$ cat config.mk
export PLATFORM = sky130hd
export DESIGN_NAME = isfp_sequencer
export DESIGN_NICKNAME = d
export VERILOG_FILES = /design/src/verilog/isfp_pkg.sv /design/src/verilog/isfp_sequencer.sv /design/src/verilog/isfp_ta_unlock.sv
export SDC_FILE = /design/constraint.sdc
export NUM_CORES = 1
export LEC_CHECK = 0
export ABC_AREA = 1
export BUFFER_PORTS_ARGS = -buffer_cell sky130_fd_sc_hd__buf_2
export CAP_MARGIN = 20
export CORE_MARGIN = 2
export CORE_UTILIZATION = 54
export DETAILED_ROUTE_END_ITERATION = 8
export HOLD_SLACK_MARGIN = 0.1
export PLACE_DENSITY = 0.8
export REMOVE_ABC_BUFFERS = 1
export SLEW_MARGIN = 40
export SYNTH_ARGS = -nofsm -noshare
export SYNTH_HDL_FRONTEND = slang
export SYNTH_HIERARCHICAL = 1
export SYNTH_SLANG_ARGS = --single-unit
$ cat constraint.sdc
create_clock -name clk -period 2 [get_ports clk]
set_input_delay 0.1 -clock clk [delete_from_list [all_inputs] [get_ports clk]]
set_output_delay 0.1 -clock clk [all_outputs]
set_load 0.005 [all_outputs]
$ cat src/verilog/isfp_pkg.sv
package isfp_pkg;
  // Special-function register addresses
  localparam logic [7:0]  ADDR_TRIGGER   = 8'ha4;
  localparam logic [7:0]  ADDR_ADDR_LOW  = 8'ha6;
  localparam logic [7:0]  ADDR_ADDR_HIGH = 8'ha7;
  localparam logic [7:0]  ADDR_DATA      = 8'hae;
  localparam logic [7:0]  ADDR_COMMAND   = 8'haf;
  localparam logic [7:0]  ADDR_CHIP_CTRL = 8'h9f;
  localparam logic [7:0]  ADDR_TA_KEY    = 8'hc7;
  // Unlock key bytes
  localparam logic [7:0]  KEY_FIRST      = 8'haa;
  localparam logic [7:0]  KEY_SECOND     = 8'h55;
  // Reset values
  localparam logic [7:0]  DATA_RESET     = 8'h00;
  localparam logic [7:0]  COMMAND_RESET  = 8'h30;
  localparam logic [7:0]  ADDR_RESET     = 8'h00;
  localparam logic [7:0]  OPTION_RESET   = 8'h00;
  // Command fields
  localparam int          CMD_WSEL_BIT   = 5;
  localparam int          CMD_CSEL_BIT   = 4;
  localparam logic [3:0]  FN_READ        = 4'h0;
  localparam logic [3:0]  FN_PROGRAM     = 4'h1;
  localparam logic [3:0]  FN_ERASE       = 4'h2;
  localparam logic [3:0]  FN_MAKER_ID    = 4'hb;
  localparam logic [1:0]  REGION_APP     = 2'b00;
  localparam logic [1:0]  REGION_LOADER  = 2'b01;
  localparam logic [1:0]  REGION_OPTION  = 2'b11;
  // Chip control and trigger fields
  localparam int          CHIP_EN_BIT    = 0;
  localparam int          CHIP_BOOT_BIT  = 1;
  localparam int          CHIP_LOADER_UPDATE_ENABLE_BIT  = 5;
  localparam int          CHIP_FAULT_BIT = 6;
  localparam int          TRIG_GO_BIT    = 0;
  // Page geometry and option boot select bit
  localparam logic [15:0] PAGE_MASK      = 16'hff80;
  localparam logic [15:0] OPT_PAGE_ADDR  = 16'h0000;
  localparam int          OPT_CBS_BIT    = 7;
endpackage : isfp_pkg

$ cat src/verilog/isfp_sequencer.sv
`timescale 1ns/10ps
// Operation
// - Read result left in data register
// - Trigger starts operation, holds CPU
// - Go bit self-clears, always reads zero
// - Trigger needs AA then 55 unlock
// - Decode read, program, erase function codes
// - Function 1011 returns maker identification byte
// - Erase clears aligned 128-byte page
// - Loader writable from application only with enable
// - Application code cannot touch option bytes
// - Lock keeps loader option access working
// - Block jumps between application and loader
// - Option bytes apply after reset only
// - Each region may read itself
// - Disabled sequencer ignores trigger writes
// - Enable runs internal RC oscillator
// - Enable bit guarded by same unlock
// - Illegal access sets fault flag
// - Address from high and low registers
module isfp_sequencer #(
  parameter logic [7:0] MAKER_ID     = 8'h5a, // Arbitrary value
  parameter int         APP_BYTES    = 16384,
  parameter int         DATA_BASE    = 14336,
  parameter int         LOADER_BYTES = 2048,
  parameter int         OPTION_BYTES = 4
) (
  input  wire logic        clk,
  input  wire logic        rstn,
  input  wire logic [7:0]  sfr_addr,
  input  wire logic        sfr_wr,
  input  wire logic        sfr_rd,
  input  wire logic [7:0]  sfr_wdata,
  output logic      [7:0]  sfr_rdata,
  output logic             cpu_hold,
  input  wire logic        run_from_loader,
  input  wire logic        booted_from_loader,
  input  wire logic        ext_clk_sel,
  output logic             rc_osc_en,
  output logic             boot_next_loader,
  output logic             flash_req,
  output logic             flash_read,
  output logic             flash_prog,
  output logic             flash_erase,
  output logic      [17:0] flash_addr,
  output logic      [7:0]  flash_wdata,
  input  wire logic [7:0]  flash_rdata,
  input  wire logic        flash_ack,
  input  wire logic [7:0]  option_nv,
  input  wire logic        reset_is_soft,
  output logic      [7:0]  option_active,
  input  wire logic        fetch_valid,
  input  wire logic        fetch_target_loader,
  output logic             jump_block
);
  typedef enum logic [1:0] {st_idle, st_access, st_done} isfp_state_t;

  isfp_state_t state_reg;
  logic [7:0]  data_reg;
  logic [7:0]  cmd_reg;
  logic [7:0]  addr_hi_reg;
  logic [7:0]  addr_lo_reg;
  logic        en_reg;
  logic        loader_update_enable_reg;
  logic        fault_reg;
  logic        boot_reg;
  logic        go_reg;
  logic [7:0]  rdata_reg;
  logic        req_reg;
  logic        rd_reg;
  logic        pg_reg;
  logic        er_reg;
  logic [17:0] faddr_reg;
  logic [7:0]  fwdata_reg;
  logic [6:0]  opt_low_reg;
  logic        opt_cbs_reg;
  logic        opt_loaded_reg;
  logic        ta_open;
  logic        wr_trig;
  logic        wr_chip;
  logic        accept;
  logic [3:0]  fn;
  logic [1:0]  region;
  logic [15:0] op_addr;
  logic        is_read;
  logic        is_prog;
  logic        is_erase;
  logic        is_id;
  logic        is_write;
  logic        oversize;
  logic        perm_bad;
  logic        illegal;
  logic        go_flash;

  isfp_ta_unlock u_unlock (
    .clk       (clk),
    .rstn      (rstn),
    .sfr_wr    (sfr_wr),
    .sfr_addr  (sfr_addr),
    .sfr_wdata (sfr_wdata),
    .ta_open   (ta_open)
  );

  assign fn       = cmd_reg[3:0];
  assign region   = cmd_reg[7:6];
  assign is_read  = fn == isfp_pkg::FN_READ && !cmd_reg[isfp_pkg::CMD_WSEL_BIT]
                    && !cmd_reg[isfp_pkg::CMD_CSEL_BIT];
  assign is_prog  = fn == isfp_pkg::FN_PROGRAM && cmd_reg[isfp_pkg::CMD_WSEL_BIT]
                    && !cmd_reg[isfp_pkg::CMD_CSEL_BIT];
  assign is_erase = fn == isfp_pkg::FN_ERASE && cmd_reg[isfp_pkg::CMD_WSEL_BIT]
                    && !cmd_reg[isfp_pkg::CMD_CSEL_BIT];
  assign is_id    = fn == isfp_pkg::FN_MAKER_ID && !cmd_reg[isfp_pkg::CMD_WSEL_BIT]
                    && !cmd_reg[isfp_pkg::CMD_CSEL_BIT];
  assign is_write = is_prog || is_erase;
  assign op_addr  = {addr_hi_reg, addr_lo_reg};

  always_comb begin
    case (region)
      isfp_pkg::REGION_APP:    oversize = {16'h0000, op_addr} >= APP_BYTES;
      isfp_pkg::REGION_LOADER: oversize = {16'h0000, op_addr} >= LOADER_BYTES;
      isfp_pkg::REGION_OPTION: oversize = ({16'h0000, op_addr} >= OPTION_BYTES)
                                 || (is_erase && op_addr != isfp_pkg::OPT_PAGE_ADDR);
      default:                 oversize = 1'b1;
    endcase
  end

  always_comb begin
    if (run_from_loader) begin
      perm_bad = is_write && region == isfp_pkg::REGION_LOADER;
    end else begin
      perm_bad = region == isfp_pkg::REGION_OPTION
                 || (is_write && region == isfp_pkg::REGION_LOADER && !loader_update_enable_reg)
                 || (is_write && region == isfp_pkg::REGION_APP
                     && {16'h0000, op_addr} < DATA_BASE);
    end
  end

  // Lock does not gate loader access
  assign illegal  = (is_read || is_write) && (oversize || perm_bad);
  assign go_flash = (is_read || is_write) && !illegal;

  assign wr_trig  = sfr_wr && sfr_addr == isfp_pkg::ADDR_TRIGGER;
  assign wr_chip  = sfr_wr && sfr_addr == isfp_pkg::ADDR_CHIP_CTRL && ta_open;
  assign accept   = wr_trig && ta_open && en_reg && sfr_wdata[isfp_pkg::TRIG_GO_BIT]
                    && state_reg == st_idle;

  always_ff @(posedge clk) begin
    if (!rstn) begin
      state_reg <= st_idle;
    end else begin
      case (state_reg)
        st_idle: begin
          if (accept) state_reg <= go_flash ? st_access : st_done;
        end
        st_access: begin
          if (flash_ack) state_reg <= st_done;
        end
        st_done: state_reg <= st_idle;
        default: state_reg <= st_idle;
      endcase
    end
  end

  always_ff @(posedge clk) begin
    if (!rstn) go_reg <= 1'b0;
    else if (accept) go_reg <= 1'b1;
    else if (state_reg == st_done) go_reg <= 1'b0;
  end

  assign cpu_hold = go_reg;

  always_ff @(posedge clk) begin
    if (!rstn) begin
      req_reg    <= 1'b0;
      rd_reg     <= 1'b0;
      pg_reg     <= 1'b0;
      er_reg     <= 1'b0;
      faddr_reg  <= 18'h00000;
      fwdata_reg <= 8'h00;
    end else if (accept && go_flash) begin
      req_reg    <= 1'b1;
      rd_reg     <= is_read;
      pg_reg     <= is_prog;
      er_reg     <= is_erase;
      faddr_reg  <= {region, is_erase ? (op_addr & isfp_pkg::PAGE_MASK) : op_addr};
      fwdata_reg <= data_reg;
    end else if (state_reg == st_access && flash_ack) begin
      req_reg    <= 1'b0;
      rd_reg     <= 1'b0;
      pg_reg     <= 1'b0;
      er_reg     <= 1'b0;
    end
  end

  assign flash_req   = req_reg;
  assign flash_read  = rd_reg;
  assign flash_prog  = pg_reg;
  assign flash_erase = er_reg;
  assign flash_addr  = faddr_reg;
  assign flash_wdata = fwdata_reg;

  always_ff @(posedge clk) begin
    if (!rstn) data_reg <= isfp_pkg::DATA_RESET;
    else if (state_reg == st_access && flash_ack && rd_reg) data_reg <= flash_rdata;
    else if (accept && is_id) data_reg <= MAKER_ID;
    else if (sfr_wr && sfr_addr == isfp_pkg::ADDR_DATA) data_reg <= sfr_wdata;
  end

  always_ff @(posedge clk) begin
    if (!rstn) begin
      cmd_reg     <= isfp_pkg::COMMAND_RESET;
      addr_hi_reg <= isfp_pkg::ADDR_RESET;
      addr_lo_reg <= isfp_pkg::ADDR_RESET;
    end else if (sfr_wr) begin
      if (sfr_addr == isfp_pkg::ADDR_COMMAND) cmd_reg <= sfr_wdata;
      if (sfr_addr == isfp_pkg::ADDR_ADDR_HIGH) addr_hi_reg <= sfr_wdata;
      if (sfr_addr == isfp_pkg::ADDR_ADDR_LOW) addr_lo_reg <= sfr_wdata;
    end
  end

  always_ff @(posedge clk) begin
    if (!rstn) begin
      en_reg   <= 1'b0;
      loader_update_enable_reg <= 1'b0;
      boot_reg <= 1'b0;
    end else if (wr_chip) begin
      en_reg   <= sfr_wdata[isfp_pkg::CHIP_EN_BIT];
      loader_update_enable_reg <= sfr_wdata[isfp_pkg::CHIP_LOADER_UPDATE_ENABLE_BIT];
      boot_reg <= sfr_wdata[isfp_pkg::CHIP_BOOT_BIT];
    end
  end

  assign boot_next_loader = boot_reg;

  always_ff @(posedge clk) begin
    if (!rstn) fault_reg <= 1'b0;
    else if (accept && illegal) fault_reg <= 1'b1;
    else if (wr_chip && !sfr_wdata[isfp_pkg::CHIP_FAULT_BIT]) fault_reg <= 1'b0;
  end

  assign rc_osc_en = en_reg || !ext_clk_sel;

  assign jump_block = fetch_valid && (fetch_target_loader != run_from_loader);

  always_ff @(posedge clk) begin
    if (!rstn) begin
      opt_loaded_reg <= 1'b0;
      opt_low_reg    <= isfp_pkg::OPTION_RESET[6:0];
    end else if (!opt_loaded_reg) begin
      opt_loaded_reg <= 1'b1;
      opt_low_reg    <= option_nv[6:0];
    end
  end

  // Boot select kept over soft reset
  always_ff @(posedge clk) begin
    if (!rstn) begin
      if (!reset_is_soft) opt_cbs_reg <= isfp_pkg::OPTION_RESET[isfp_pkg::OPT_CBS_BIT];
    end else if (!opt_loaded_reg && !reset_is_soft) begin
      opt_cbs_reg <= option_nv[isfp_pkg::OPT_CBS_BIT];
    end
  end

  assign option_active = {opt_cbs_reg, opt_low_reg};

  always_ff @(posedge clk) begin
    if (!rstn) begin
      rdata_reg <= 8'h00;
    end else if (sfr_rd) begin
      case (sfr_addr)
        isfp_pkg::ADDR_DATA:      rdata_reg <= data_reg;
        isfp_pkg::ADDR_COMMAND:   rdata_reg <= cmd_reg;
        isfp_pkg::ADDR_ADDR_HIGH: rdata_reg <= addr_hi_reg;
        isfp_pkg::ADDR_ADDR_LOW:  rdata_reg <= addr_lo_reg;
        isfp_pkg::ADDR_CHIP_CTRL: rdata_reg <= {1'b0, fault_reg, loader_update_enable_reg, 3'h0,
                                                booted_from_loader, en_reg};
        default:                  rdata_reg <= 8'h00;
      endcase
    end
  end

  assign sfr_rdata = rdata_reg;

  property p_go_clear;
    @(posedge clk) disable iff (!rstn) state_reg == st_done |=> !cpu_hold;
  endproperty
  a_go_clear: assert property (p_go_clear) else $error("go bit not cleared");

  property p_hold;
    @(posedge clk) disable iff (!rstn) accept |=> cpu_hold && state_reg != st_idle;
  endproperty
  a_hold: assert property (p_hold) else $error("cpu not held");

  property p_trig_zero;
    @(posedge clk) disable iff (!rstn) sfr_rd && sfr_addr == isfp_pkg::ADDR_TRIGGER |=> sfr_rdata == 8'h00;
  endproperty
  a_trig_zero: assert property (p_trig_zero) else $error("trigger read nonzero");

  property p_disabled;
    @(posedge clk) disable iff (!rstn) state_reg == st_idle && !en_reg |=> state_reg == st_idle;
  endproperty
  a_disabled: assert property (p_disabled) else $error("start while disabled");

  property p_read_data;
    @(posedge clk) disable iff (!rstn)
      state_reg == st_access && flash_ack && flash_read |=> data_reg == $past(flash_rdata);
  endproperty
  a_read_data: assert property (p_read_data) else $error("read data lost");

  property p_maker;
    @(posedge clk) disable iff (!rstn) accept && is_id |=> data_reg == MAKER_ID ##1 !cpu_hold;
  endproperty
  a_maker: assert property (p_maker) else $error("bad id result");

  property p_align;
    @(posedge clk) disable iff (!rstn) flash_req && flash_erase |-> flash_addr[6:0] == 7'h00;
  endproperty
  a_align: assert property (p_align) else $error("erase not aligned");

  property p_app_opt;
    @(posedge clk) disable iff (!rstn)
      accept && (is_read || is_write) && !run_from_loader && region == isfp_pkg::REGION_OPTION
      |=> !flash_req && fault_reg;
  endproperty
  a_app_opt: assert property (p_app_opt) else $error("option access from app");

  property p_ldr_guard;
    @(posedge clk) disable iff (!rstn)
      accept && !run_from_loader && is_write && region == isfp_pkg::REGION_LOADER && !loader_update_enable_reg
      |=> !flash_req;
  endproperty
  a_ldr_guard: assert property (p_ldr_guard) else $error("loader write unguarded");

  property p_standby;
    @(posedge clk) disable iff (!rstn) accept && !go_flash |=> !flash_req [*2];
  endproperty
  a_standby: assert property (p_standby) else $error("standby touched flash");

  c_read:  cover property (@(posedge clk) disable iff (!rstn) accept && is_read ##[1:20] flash_ack);
  c_erase: cover property (@(posedge clk) disable iff (!rstn) flash_req && flash_erase);
  c_fault: cover property (@(posedge clk) disable iff (!rstn) accept && illegal);
endmodule : isfp_sequencer

$ cat src/verilog/isfp_ta_unlock.sv
`timescale 1ns/10ps
module isfp_ta_unlock (
  input  wire logic       clk,
  input  wire logic       rstn,
  input  wire logic       sfr_wr,
  input  wire logic [7:0] sfr_addr,
  input  wire logic [7:0] sfr_wdata,
  output logic            ta_open
);
  typedef enum logic [1:0] {ta_locked, ta_half, ta_ready} isfp_ta_t;
  isfp_ta_t ta_reg;
  logic     key_wr;

  assign key_wr  = sfr_wr && (sfr_addr == isfp_pkg::ADDR_TA_KEY);
  assign ta_open = (ta_reg == ta_ready);

  always_ff @(posedge clk) begin
    if (!rstn) begin
      ta_reg <= ta_locked;
    end else begin
      case (ta_reg)
        ta_locked: begin
          if (key_wr && sfr_wdata == isfp_pkg::KEY_FIRST) ta_reg <= ta_half;
        end
        ta_half: begin
          if (sfr_wr) begin
            if (key_wr && sfr_wdata == isfp_pkg::KEY_SECOND) ta_reg <= ta_ready;
            else ta_reg <= ta_locked;
          end
        end
        ta_ready: begin
          if (sfr_wr) ta_reg <= ta_locked;
        end
        default: ta_reg <= ta_locked;
      endcase
    end
  end
endmodule : isfp_ta_unlock

==> results of run 1 <==
## area by class of cell
type                            count  area, um2
Inverter                           96        360
Fill cell                         629       2170
Clock buffer                        9        124
Clock inverter                      7        101
Tap cell                           99        124
Sequential cell                    88       1770
Timing Repair Buffer              125        778
Multi-Input combinational cell    408       1900
## per-stage QoR
step           utilization (%)  instances  setup slack, ps  hold WS (ps)  cell area, um2
2_1_floorplan                -        592              106           128            4030
3_3_place_gp              64.1        793              182           345            4700
3_5_place_dp              64.1        793             93.8           352            4700
4_1_cts                   70.2        831             74.3           101            5150
5_1_grt                   70.4        832             29.8           124            5160
6_report                  70.4        832              192           113            5160
## worst max-delay path, cell delays in order, from the launching register on
cell and delay [ps]:
dfxtp_1 340, inv_1 110, nand3_1 160, nor3_2 200, nor2_1 130, nor2_4 190, nand3_4 150, buf_12 210
nor2_1 130, nor2_1 60
## repair_timing
action	4_1_cts	5_1_grt
setup endpoints to repair	0	24
hold buffers	22	1
setup buffers	0	0
endpoints found under the hold margin	25	1
gates resized for setup	0	2
## where the power goes
part           total, uW  internal [uW]  switching, uW
Sequential          1780           1770           9.81
Combinational        242            105            138
Clock               1390            714            679
Total               3420           2590            826
## Yosys cell counts
cell and number:
a211oi_1 8, a21oi_1 40, a21oi_2 1, a31oi_1 2, buf_2 4, buf_4 1
buf_6 3, clkbuf_1 13, dfxtp_1 87, edfxtp_1 1, inv_1 92, inv_2 4
nand2_1 125, nand3_1 23, nand3_2 1, nand3_4 2, nand3b_1 5, nand4_1 6
nand4_2 1, nor2_1 109, nor2_2 3, nor2_4 3, nor3_1 6, nor3_2 2
nor3_4 1, o211ai_1 7, o21ai_0 54, o21ai_1 7, o22ai_1 1, or2_0 1
## routing by layer
layer  routed length (um)  track usage, %
met5                    0               0
met4                  306            12.2
met3                  678            5.64
met2                 5350            45.8
met1                 5090            34.5
## logic make-up after synthesis
group           after synthesis  synth area share (%)
flops                        88                  42.8
simple gates                288                  30.2
buf+inv                     117                  11.4
compound gates              120                  15.6
## final timing paths
| path | from | slack [ps] | cells past startpoint | end |
|---|---|---|---|---|
| max reg2reg | cmd_reg[0] | 190 | 9 | flash_addr[9] |
| max | cmd_reg[0] | 190 | 9 | flash_addr[9] |
| min reg2reg | boot_next_loader | 450 | 2 | boot_next_loader |
| min | sfr_wdata[5] | 110 | 3 | addr_hi_reg[5] |
==> metrics.txt, run 1 <==
outcome=completed; worst-skew pair later-pin latency=360 ps; final worst path period share=90.4%; antenna violations before repair=0; Residual DRC=0; top cell type's share of synthesized area=a little over two fifths; warnings from Yosys=6; total I/O pin count=93; setup total negative slack=0 ps; worst slew pin tran=roughly 700 ps; clock buffer count from CTS=9; share of cells above drive strength 1=18.8%; Peak supply drop=0.000350 V; most common cell after layout, fill and taps aside=nand2_1; drt wl/cell=roughly 14 um; Sinks on Clock Net=88; commonest cells after routing, fill and taps aside=nand2_1 (125), nor2_1 (108), inv_1 (92), buf_2 (92), dfxtp_1 (87); min-delay worst type=input pin to flop; relative slew slack=54.1%; post-synthesis cell area=between 0.004 and 0.005 mm2; gr usage total=27.6%; 1st-pass router iterations=5; Rows=31; Max Cap Viol=0; largest net degree at the start of global routing=40; Setup-failing EPs final=0; Crit Path Category=flop to flop; max-slew violations=0; ant diodes=0; register area share after synthesis=42.8%; drt total wl=11,400 um; flop and latch count out of synthesis=88; Final GP Congestion=0.913; Fin Clk Skew=9.36 ps; H-tree levels=3; Final ANT Viol Nets=0; core footprint=0.00733 mm2; die width=91.6 um; CTS tree=built; Final nets=~770; Initial Util=56.5%; post-synthesis cell count=613; Worst setup SP type=flop; DIE AREA=0.00838 mm2; CTS clock-pin slew for the worst setup and hold paths=90 ps; Yosys cell types=30; total gr overflow=0; WP data arrival=2070 ps; max reg flops=18; RSZ-0062 raised after global routing=false; vias per cell=around 5.2; Final Hold Fails=0; post-synth top area cell=dfxtp_1; Lkg Pwr=0.00251 uW; Tot Pwr=3420 uW; port buffer count=between 90 and 100; drt initial violations=354; via count=between 4,000 and 5,000; Critical Path End Type=flop; critical path peak fanout=39; Pwr Density=662 mW/mm2; CP Data Required Time=~2300 ps; Die Y=slightly above 90 um; area delta synth->final=24.8%; synth top area cells=dfxtp_1 (42%), nand2_1 (11%), nor2_1 (9.9%); syn_area_per_cell=between 6 and 7 um2; DP HPWL=between 8000 and 9000 um; vias in the first global route=3,985; min Tclk post-route=1810 ps; clk root buf=clkbuf_8; fmax=553 MHz; Clock Path Buffers=2; global-route wire length before repair=18,500 um
(Power assumes the default switching activity.)
==> inputs of run 2 (changes only) <==
- SYNTH_HIERARCHICAL: 1 -> not set
==> metrics.txt, run 2 <==
critical path's slowest cell=dlygate4sd3_1 (was dfxtp_1); R2R Setup Slk=220 ps (was 190 ps); via count=4,345 (was 4,334); GRT met1 Usage=36.7% (was 34.5%); met3 GRT Util=4.40% (was 5.64%); FF-to-FF End=flash_prog (was flash_addr[9]); port buffer count=92 (unchanged); Setup-failing EPs final=0 (unchanged); grt met2 use=45.5% (was 45.8%); setup bufs post-CTS=0 (unchanged); CTS tree=built (unchanged); post-synth top area cell=dfxtp_1 (unchanged); Hold Slack=107 ps (was 113 ps); Die Y=91.0 um (was 91.6 um); warnings from Yosys=0 (was 6); Worst setup SP type=input pin (was flop); CP Depth=8 (was 9); syn_area_per_cell=6.97 um2 (was 6.75 um2); critical path peak fanout=5 (was 39); CTS clock-pin slew for the worst setup and hold paths=100 ps (was 90 ps); RSZ-0062 raised after global routing=false (unchanged); Final ANT Viol Nets=0 (unchanged); worst-skew pair later-pin latency=370 ps (was 360 ps); max-slew violations=0 (unchanged); clk root buf=clkbuf_8 (unchanged); drt total wl=11,400 um (about the same); setup total negative slack=0 ps (unchanged); Layout Utilization=70.6% (was 70.4%); outcome=completed (unchanged); max reg flops=18 (unchanged); top post-synthesis cells by count=nand2_1 (104), dfxtp_1 (87), nor2_1 (85), inv_1 (81), o21ai_0 (69) (was nand2_1 (125), nor2_1 (109), inv_1 (92), dfxtp_1 (87), o21ai_0 (54)); global-route wire length before repair=18,600 um (was 18,500 um); largest net degree at the start of global routing=61 (was 40); Final nets=751 (was 771); top-count cell post-synth=nand2_1 (unchanged); Lkg Pwr=0.00246 uW (was 0.00251 uW); reg2reg start=cmd_reg[4] (was cmd_reg[0]); Max Cap Viol=0 (unchanged); post-synthesis cell count=586 (was 613); Critical path origin=sfr_wdata[6] (was cmd_reg[0]); min Tclk post-route=1820 ps (was 1810 ps); ant diodes=0 (unchanged); crit path capture=u_unlock.ta_reg[0] (was flash_addr[9]); synth top area cells=dfxtp_1 (43%), nand2_1 (9.6%), o21ai_0 (8.5%) (was dfxtp_1 (42%), nand2_1 (11%), nor2_1 (9.9%)); Final Hold Fails=0 (unchanged); Hold Crit Depth=2 (was 3); worst slew pin tran=670 ps (was 687 ps); 1st-pass router iterations=5 (unchanged); fmax=548 MHz (was 553 MHz); H-tree levels=3 (unchanged); EDFF count, synth=1 (unchanged); vias in the first global route=3,974 (was 3,985); die width=91.0 um (was 91.6 um); core footprint=0.00729 mm2 (was 0.00733 mm2); Residual DRC=0 (unchanged); Critical Path End Type=flop (unchanged); R2R depth=11 (was 9); Critical path buffers and inverters=4 (was 2); Place WS=170 ps (was 93.8 ps); total gr overflow=0 (unchanged); vias per cell=5.35 (was 5.21); critical path's largest stage delay=580 ps (was 340 ps); Peak supply drop=0.000302 V (was 0.000350 V); gr busiest metal=met2 (unchanged); Initial Util=56.0% (was 56.5%); register area share after synthesis=43.4% (was 42.8%); CP Data Required Time=2300 ps (was 2260 ps); total I/O pin count=93 (unchanged); Yosys cell types=28 (was 30); Rows=31 (unchanged); Pwr Density=625 mW/mm2 (was 662 mW/mm2); worst-path cell chain=dlygate4sd3_1, buf_2, inv_1, nand4_1, nor4_1, nand4_1, dlygate4sd3_1, a21oi_1 (was inv_1, nand3_1, nor3_2, nor2_1, nor2_4, nand3_4, buf_12, nor2_1, nor2_1); most common cell after layout, fill and taps aside=nand2_1 (unchanged); final worst path period share=91.2% (was 90.4%); DP HPWL=7930 um (was 8240 um); DIE AREA=0.00827 mm2 (was 0.00838 mm2); antenna violations before repair=0 (unchanged); flop and latch count out of synthesis=88 (unchanged); post-synthesis cell area=0.00408 mm2 (was 0.00414 mm2); top cell type's share of synthesized area=42.6% (was 42.1%); area delta synth->final=26.0% (was 24.8%); gr usage total=27.7% (was 27.6%); asr flop ratio synth=0% (unchanged); drt initial violations=305 (was 354); relative slew slack=55.3% (was 54.1%); Crit Path Category=input pin to flop (was flop to flop); clock buffer count from CTS=9 (unchanged); FILL cells=637 (was 629); commonest cells after routing, fill and taps aside=nand2_1 (104), buf_2 (92), dfxtp_1 (86) (was nand2_1 (125), nor2_1 (108), inv_1 (92), buf_2 (92), dfxtp_1 (87)); CP top delay family=buffers and inverters (was simple AND/OR/NAND/NOR gates); share of cells above drive strength 1=21.7% (was 18.8%); WP data arrival=2120 ps (was 2070 ps); drt wl/cell=14.0 um (was 13.7 um); Fin Clk Skew=13.8 ps (was 9.36 ps); Main synth FF type=dfxtp_1 (unchanged); Final GP Congestion=0.965 (was 0.913); Sinks on Clock Net=88 (unchanged); min-delay worst type=input pin to flop (unchanged); Final WS setup=176 ps (was 192 ps); Clock Path Buffers=2 (unchanged)
[run 2: changes by cell type after synthesis, moves of 3 or more]
cell,before,now
nor2_2,3,19
o21ai_1,7,0
inv_2,4,1
nand2_1,125,104
inv_1,92,81
nor2_1,109,85
nand4_1,6,15
o22ai_1,1,5
nand3b_1,5,0
o21ai_0,54,69
[run 2: per-stage QoR]
| step | instances | area [um2] | power [uW] |
|---|---|---|---|
| after floorplan | 564 | 3970 | 1890 |
| after global placement | 768 | 4660 | 2010 |
| after detailed placement | 768 | 4660 | 2020 |
| after CTS | 812 | 5130 | 3210 |
| after global routing | 812 | 5150 | 3330 |
| final | 812 | 5150 | 3220 |
[run 2: cell families (layout without fill, tap and decap cells)]
group                  count (synthesis)  after routing  share of synthesized area [%]
AOI/OAI and AO/OA                    132            132                           17.6
DFF                                   88             88                           43.4
buffers and inverters                104            231                           10.4
and+or+nand+nor                      262            262                           28.6
[run 2: worst min path at each step]
stage                  from              to
2_1_floorplan          rstn  opt_loaded_reg
3_3_place_gp   option_nv[3]  opt_low_reg[3]
3_5_place_dp   option_nv[3]  opt_low_reg[3]
4_1_cts              sfr_rd    sfr_rdata[1]
5_1_grt              sfr_rd    sfr_rdata[1]
6_report             sfr_rd    sfr_rdata[1]
[run 2: cell type report]
cell class	count	area [um2]	share of cell area (%)
Sequential cell	88	1770	34.4
Inverter	82	308	5.98
Clock inverter	7	62.6	1.22
Timing Repair Buffer	133	855	16.6
Clock buffer	9	124	2.41
Tap cell	99	124	2.41
Multi-Input combinational cell	394	1900	36.9
[run 2: routing by layer]
layer	up-vias	routed length [um]
met5	-	0
met1	2009	4970
met4	0	232
met2	176	5400
li1	2138	-
met3	22	750
[run 2: timing repair]
item	4_1_cts	5_1_grt
endpoints found under the setup margin	0	9
resized for setup	0	5
hold buffers	28	0
hold endpoints to repair	34	0
[run 2: report_power, final]
group / internal [uW] / switching [uW]
Sequential: 1770 / 10.2
Clock: 478 / 716
Combinational: 106 / 136
Total: 2360 / 862
==> inputs of run 3 (changes only) <==
- ABC_AREA: 1 -> not set
==> metrics.txt, run 3 <==
outcome=complete, but fails checks (was completed); failing checks=setup timing; H-tree levels=3 (unchanged); Layout Utilization=75.2% (was 70.6%); FILL cells=549 (was 637); Residual DRC=0 (unchanged); vias in the first global route=3,887 (was 3,974); Worst setup SP type=flop (was input pin); Critical Path End Type=flop (unchanged); Initial Util=56.1% (was 56.0%); vias per cell=5.69 (was 5.35); Main synth FF type=dfxtp_1 (unchanged); clock buffer count from CTS=9 (unchanged); Max Cap Viol=0 (unchanged); Final WS setup=-144 ps (was 176 ps); flop and latch count out of synthesis=88 (unchanged); share of cells above drive strength 1=30.1% (was 21.7%); Crit Path Category=flop to flop (was input pin to flop); fmax=466 MHz (was 548 MHz); warnings from Yosys=0 (unchanged); CTS clock-pin slew for the worst setup and hold paths=100 ps (about the same); RSZ-0062 raised after global routing=true (was false); relative slew slack=63.5% (was 55.3%); Hold Crit Start=flash_rdata[7] (was sfr_rd); min Tclk post-route=2140 ps (was 1820 ps); port buffer count=92 (unchanged); max reg flops=18 (unchanged); via count=3,912 (was 4,345); Critical path origin=addr_lo_reg[4] (was sfr_wdata[6]); critical path peak fanout=8 (was 5); Clock Path Buffers=2 (unchanged); Rows=31 (unchanged); Pwr Density=626 mW/mm2 (was 625 mW/mm2); DP Cell Count=645 (was 768); R2R depth=7 (was 11); drt total wl=12,000 um (was 11,400 um); Lkg Pwr=0.00235 uW (was 0.00246 uW); Place WS=-157 ps (was 170 ps); core footprint=0.00729 mm2 (unchanged); largest net degree at the start of global routing=63 (was 61); Hold Crit Depth=4 (was 2); Peak supply drop=0.000417 V (was 0.000302 V); post-synth top area cell=dfxtp_1 (unchanged); top cell type's share of synthesized area=42.6% (about the same); Die Y=91.1 um (was 91.0 um); gr usage total=29.5% (was 27.7%); worst-skew pair later-pin latency=360 ps (was 370 ps); WP data arrival=2430 ps (was 2120 ps); post-synthesis cell area=0.00409 mm2 (was 0.00408 mm2); die width=91.1 um (was 91.0 um); Final GP Congestion=0.887 (was 0.965); area delta synth->final=34.1% (was 26.0%); Non-Filler Instances=687 (was 812); 1st-pass router iterations=5 (unchanged); max-slew violations=0 (unchanged); DP HPWL=8190 um (was 7930 um); Yosys cell types=52 (was 28); min-delay worst type=input pin to flop (unchanged); global-route wire length before repair=19,500 um (was 18,600 um); Tot Pwr=3440 uW (was 3220 uW); Fin Clk Skew=11.5 ps (was 13.8 ps); drt wl/cell=17.4 um (was 14.0 um); top-count cell post-synth=dfxtp_1 (was nand2_1); commonest cells after routing, fill and taps aside=buf_2 (92), dfxtp_1 (84), nand2_1 (69) (was nand2_1 (104), buf_2 (92), dfxtp_1 (86)); Final Hold Fails=0 (unchanged); final worst path period share=107% (was 91.2%); total gr overflow=0 (unchanged); DIE AREA=0.00829 mm2 (was 0.00827 mm2); post-synthesis cell count=439 (was 586); top post-synthesis cells by count=dfxtp_1 (87), nand2_1 (69), mux2i_1 (65), nor2b_1 (38), clkbuf_1 (21) (was nand2_1 (104), dfxtp_1 (87), nor2_1 (85), inv_1 (81), o21ai_0 (69)); ant diodes=0 (unchanged); register area share after synthesis=43.3% (was 43.4%); worst slew pin tran=546 ps (was 670 ps); Hold Slack=104 ps (was 107 ps); most common cell after layout, fill and taps aside=buf_2 (was nand2_1); reg2reg start=addr_lo_reg[4] (was cmd_reg[4]); CTS tree=built (unchanged); syn_area_per_cell=9.32 um2 (was 6.97 um2); asr flop ratio synth=0% (unchanged); EDFF count, synth=1 (unchanged); total I/O pin count=93 (unchanged); Final nets=626 (was 751); Sinks on Clock Net=88 (unchanged); antenna violations before repair=0 (unchanged); synth top area cells=dfxtp_1 (43%), mux2i_1 (16%), nand2_1 (6.3%) (was dfxtp_1 (43%), nand2_1 (9.6%), o21ai_0 (8.5%)); clk root buf=clkbuf_8 (unchanged); Setup-failing EPs final=31 (was 0); drt initial violations=328 (was 305); Final ANT Viol Nets=0 (unchanged); CP Data Required Time=2290 ps (was 2300 ps)
run 3: cell count changes in the layout (fill, tap and decap cells not counted), moves of 17 or more:
cell     delta
a21oi_1    -26
nor2_2     -17
inv_1      -79
o21ai_0    -55
nor2_1     -76
nand2_1    -35
mux2i_1    +65
nor2b_1    +38
buf_4      +31
run 3: power by group:
group | internal (uW) | switching [uW]
logic | 123 | 132
registers | 1770 | 11.0
clock network | 720 | 683
total | 2610 | 826
run 3: kinds of logic (layout without fill, tap and decap cells):
logic type | Yosys count | after routing | share of synthesized area (%)
multiplexers | 70 | 70 | 18.4
AO/OA/AOI/OAI | 63 | 63 | 10.2
AND/OR/NAND/NOR | 186 | 186 | 24.6
flip-flops | 88 | 88 | 43.3
XOR/XNOR | 2 | 2 | 0.428
buffers and inverters | 30 | 179 | 3.15
run 3: timing repair:
action	CTS	global route
hold buffers	19	0
setup endpoints to repair	31	36
pin swaps	4	6
setup buffers	3	2
hold endpoints to repair	24	0
gates cloned	2	0
resized for setup	12	8
run 3: routing by layer:
layer	vias to the layer above	share of wire (%)	global-route usage, %
met5	-	0	0
met4	0	3.7	13.8
met3	37	6.3	6.39
met2	171	49	50.7
met1	1856	41	35.0
li1	1848	-	-
run 3: worst max-delay path, cell delays in order, from the launching register on:
cell,delay (ps)
dfxtp_1,320
or4_1,550
nor3_2,140
nand4_1,220
a211oi_4,300
buf_6,190
buf_8,150
mux2i_1,200
run 3: path summary, 6_finish.rpt:
kind	end	slack, ps
worst min-delay path	data_reg[7]	100
worst min register to register	flash_wdata[5]	460
worst max register to register	flash_wdata[1]	-140
worst max-delay path	flash_wdata[1]	-140
run 3: metrics by stage:
step	cell area [um2]	TNS, ps
floorplan	3980	-49850
global placement	4910	-3040
detailed placement	4910	-3780
CTS	5440	-3030
global route	5490	-6060
finish	5490	-3190
run 3: final cells by class:
cell class                      instances  area [um2]  share of cell area, %
Clock inverter                          7         101                   1.85
Multi-Input combinational cell        321        2250                   41.0
Timing Repair Buffer                  160        1100                   20.0
Inverter                                3        11.3                  0.205
Tap cell                               99         124                   2.26
Sequential cell                        88        1780                   32.5
Clock buffer                            9         124                   2.26
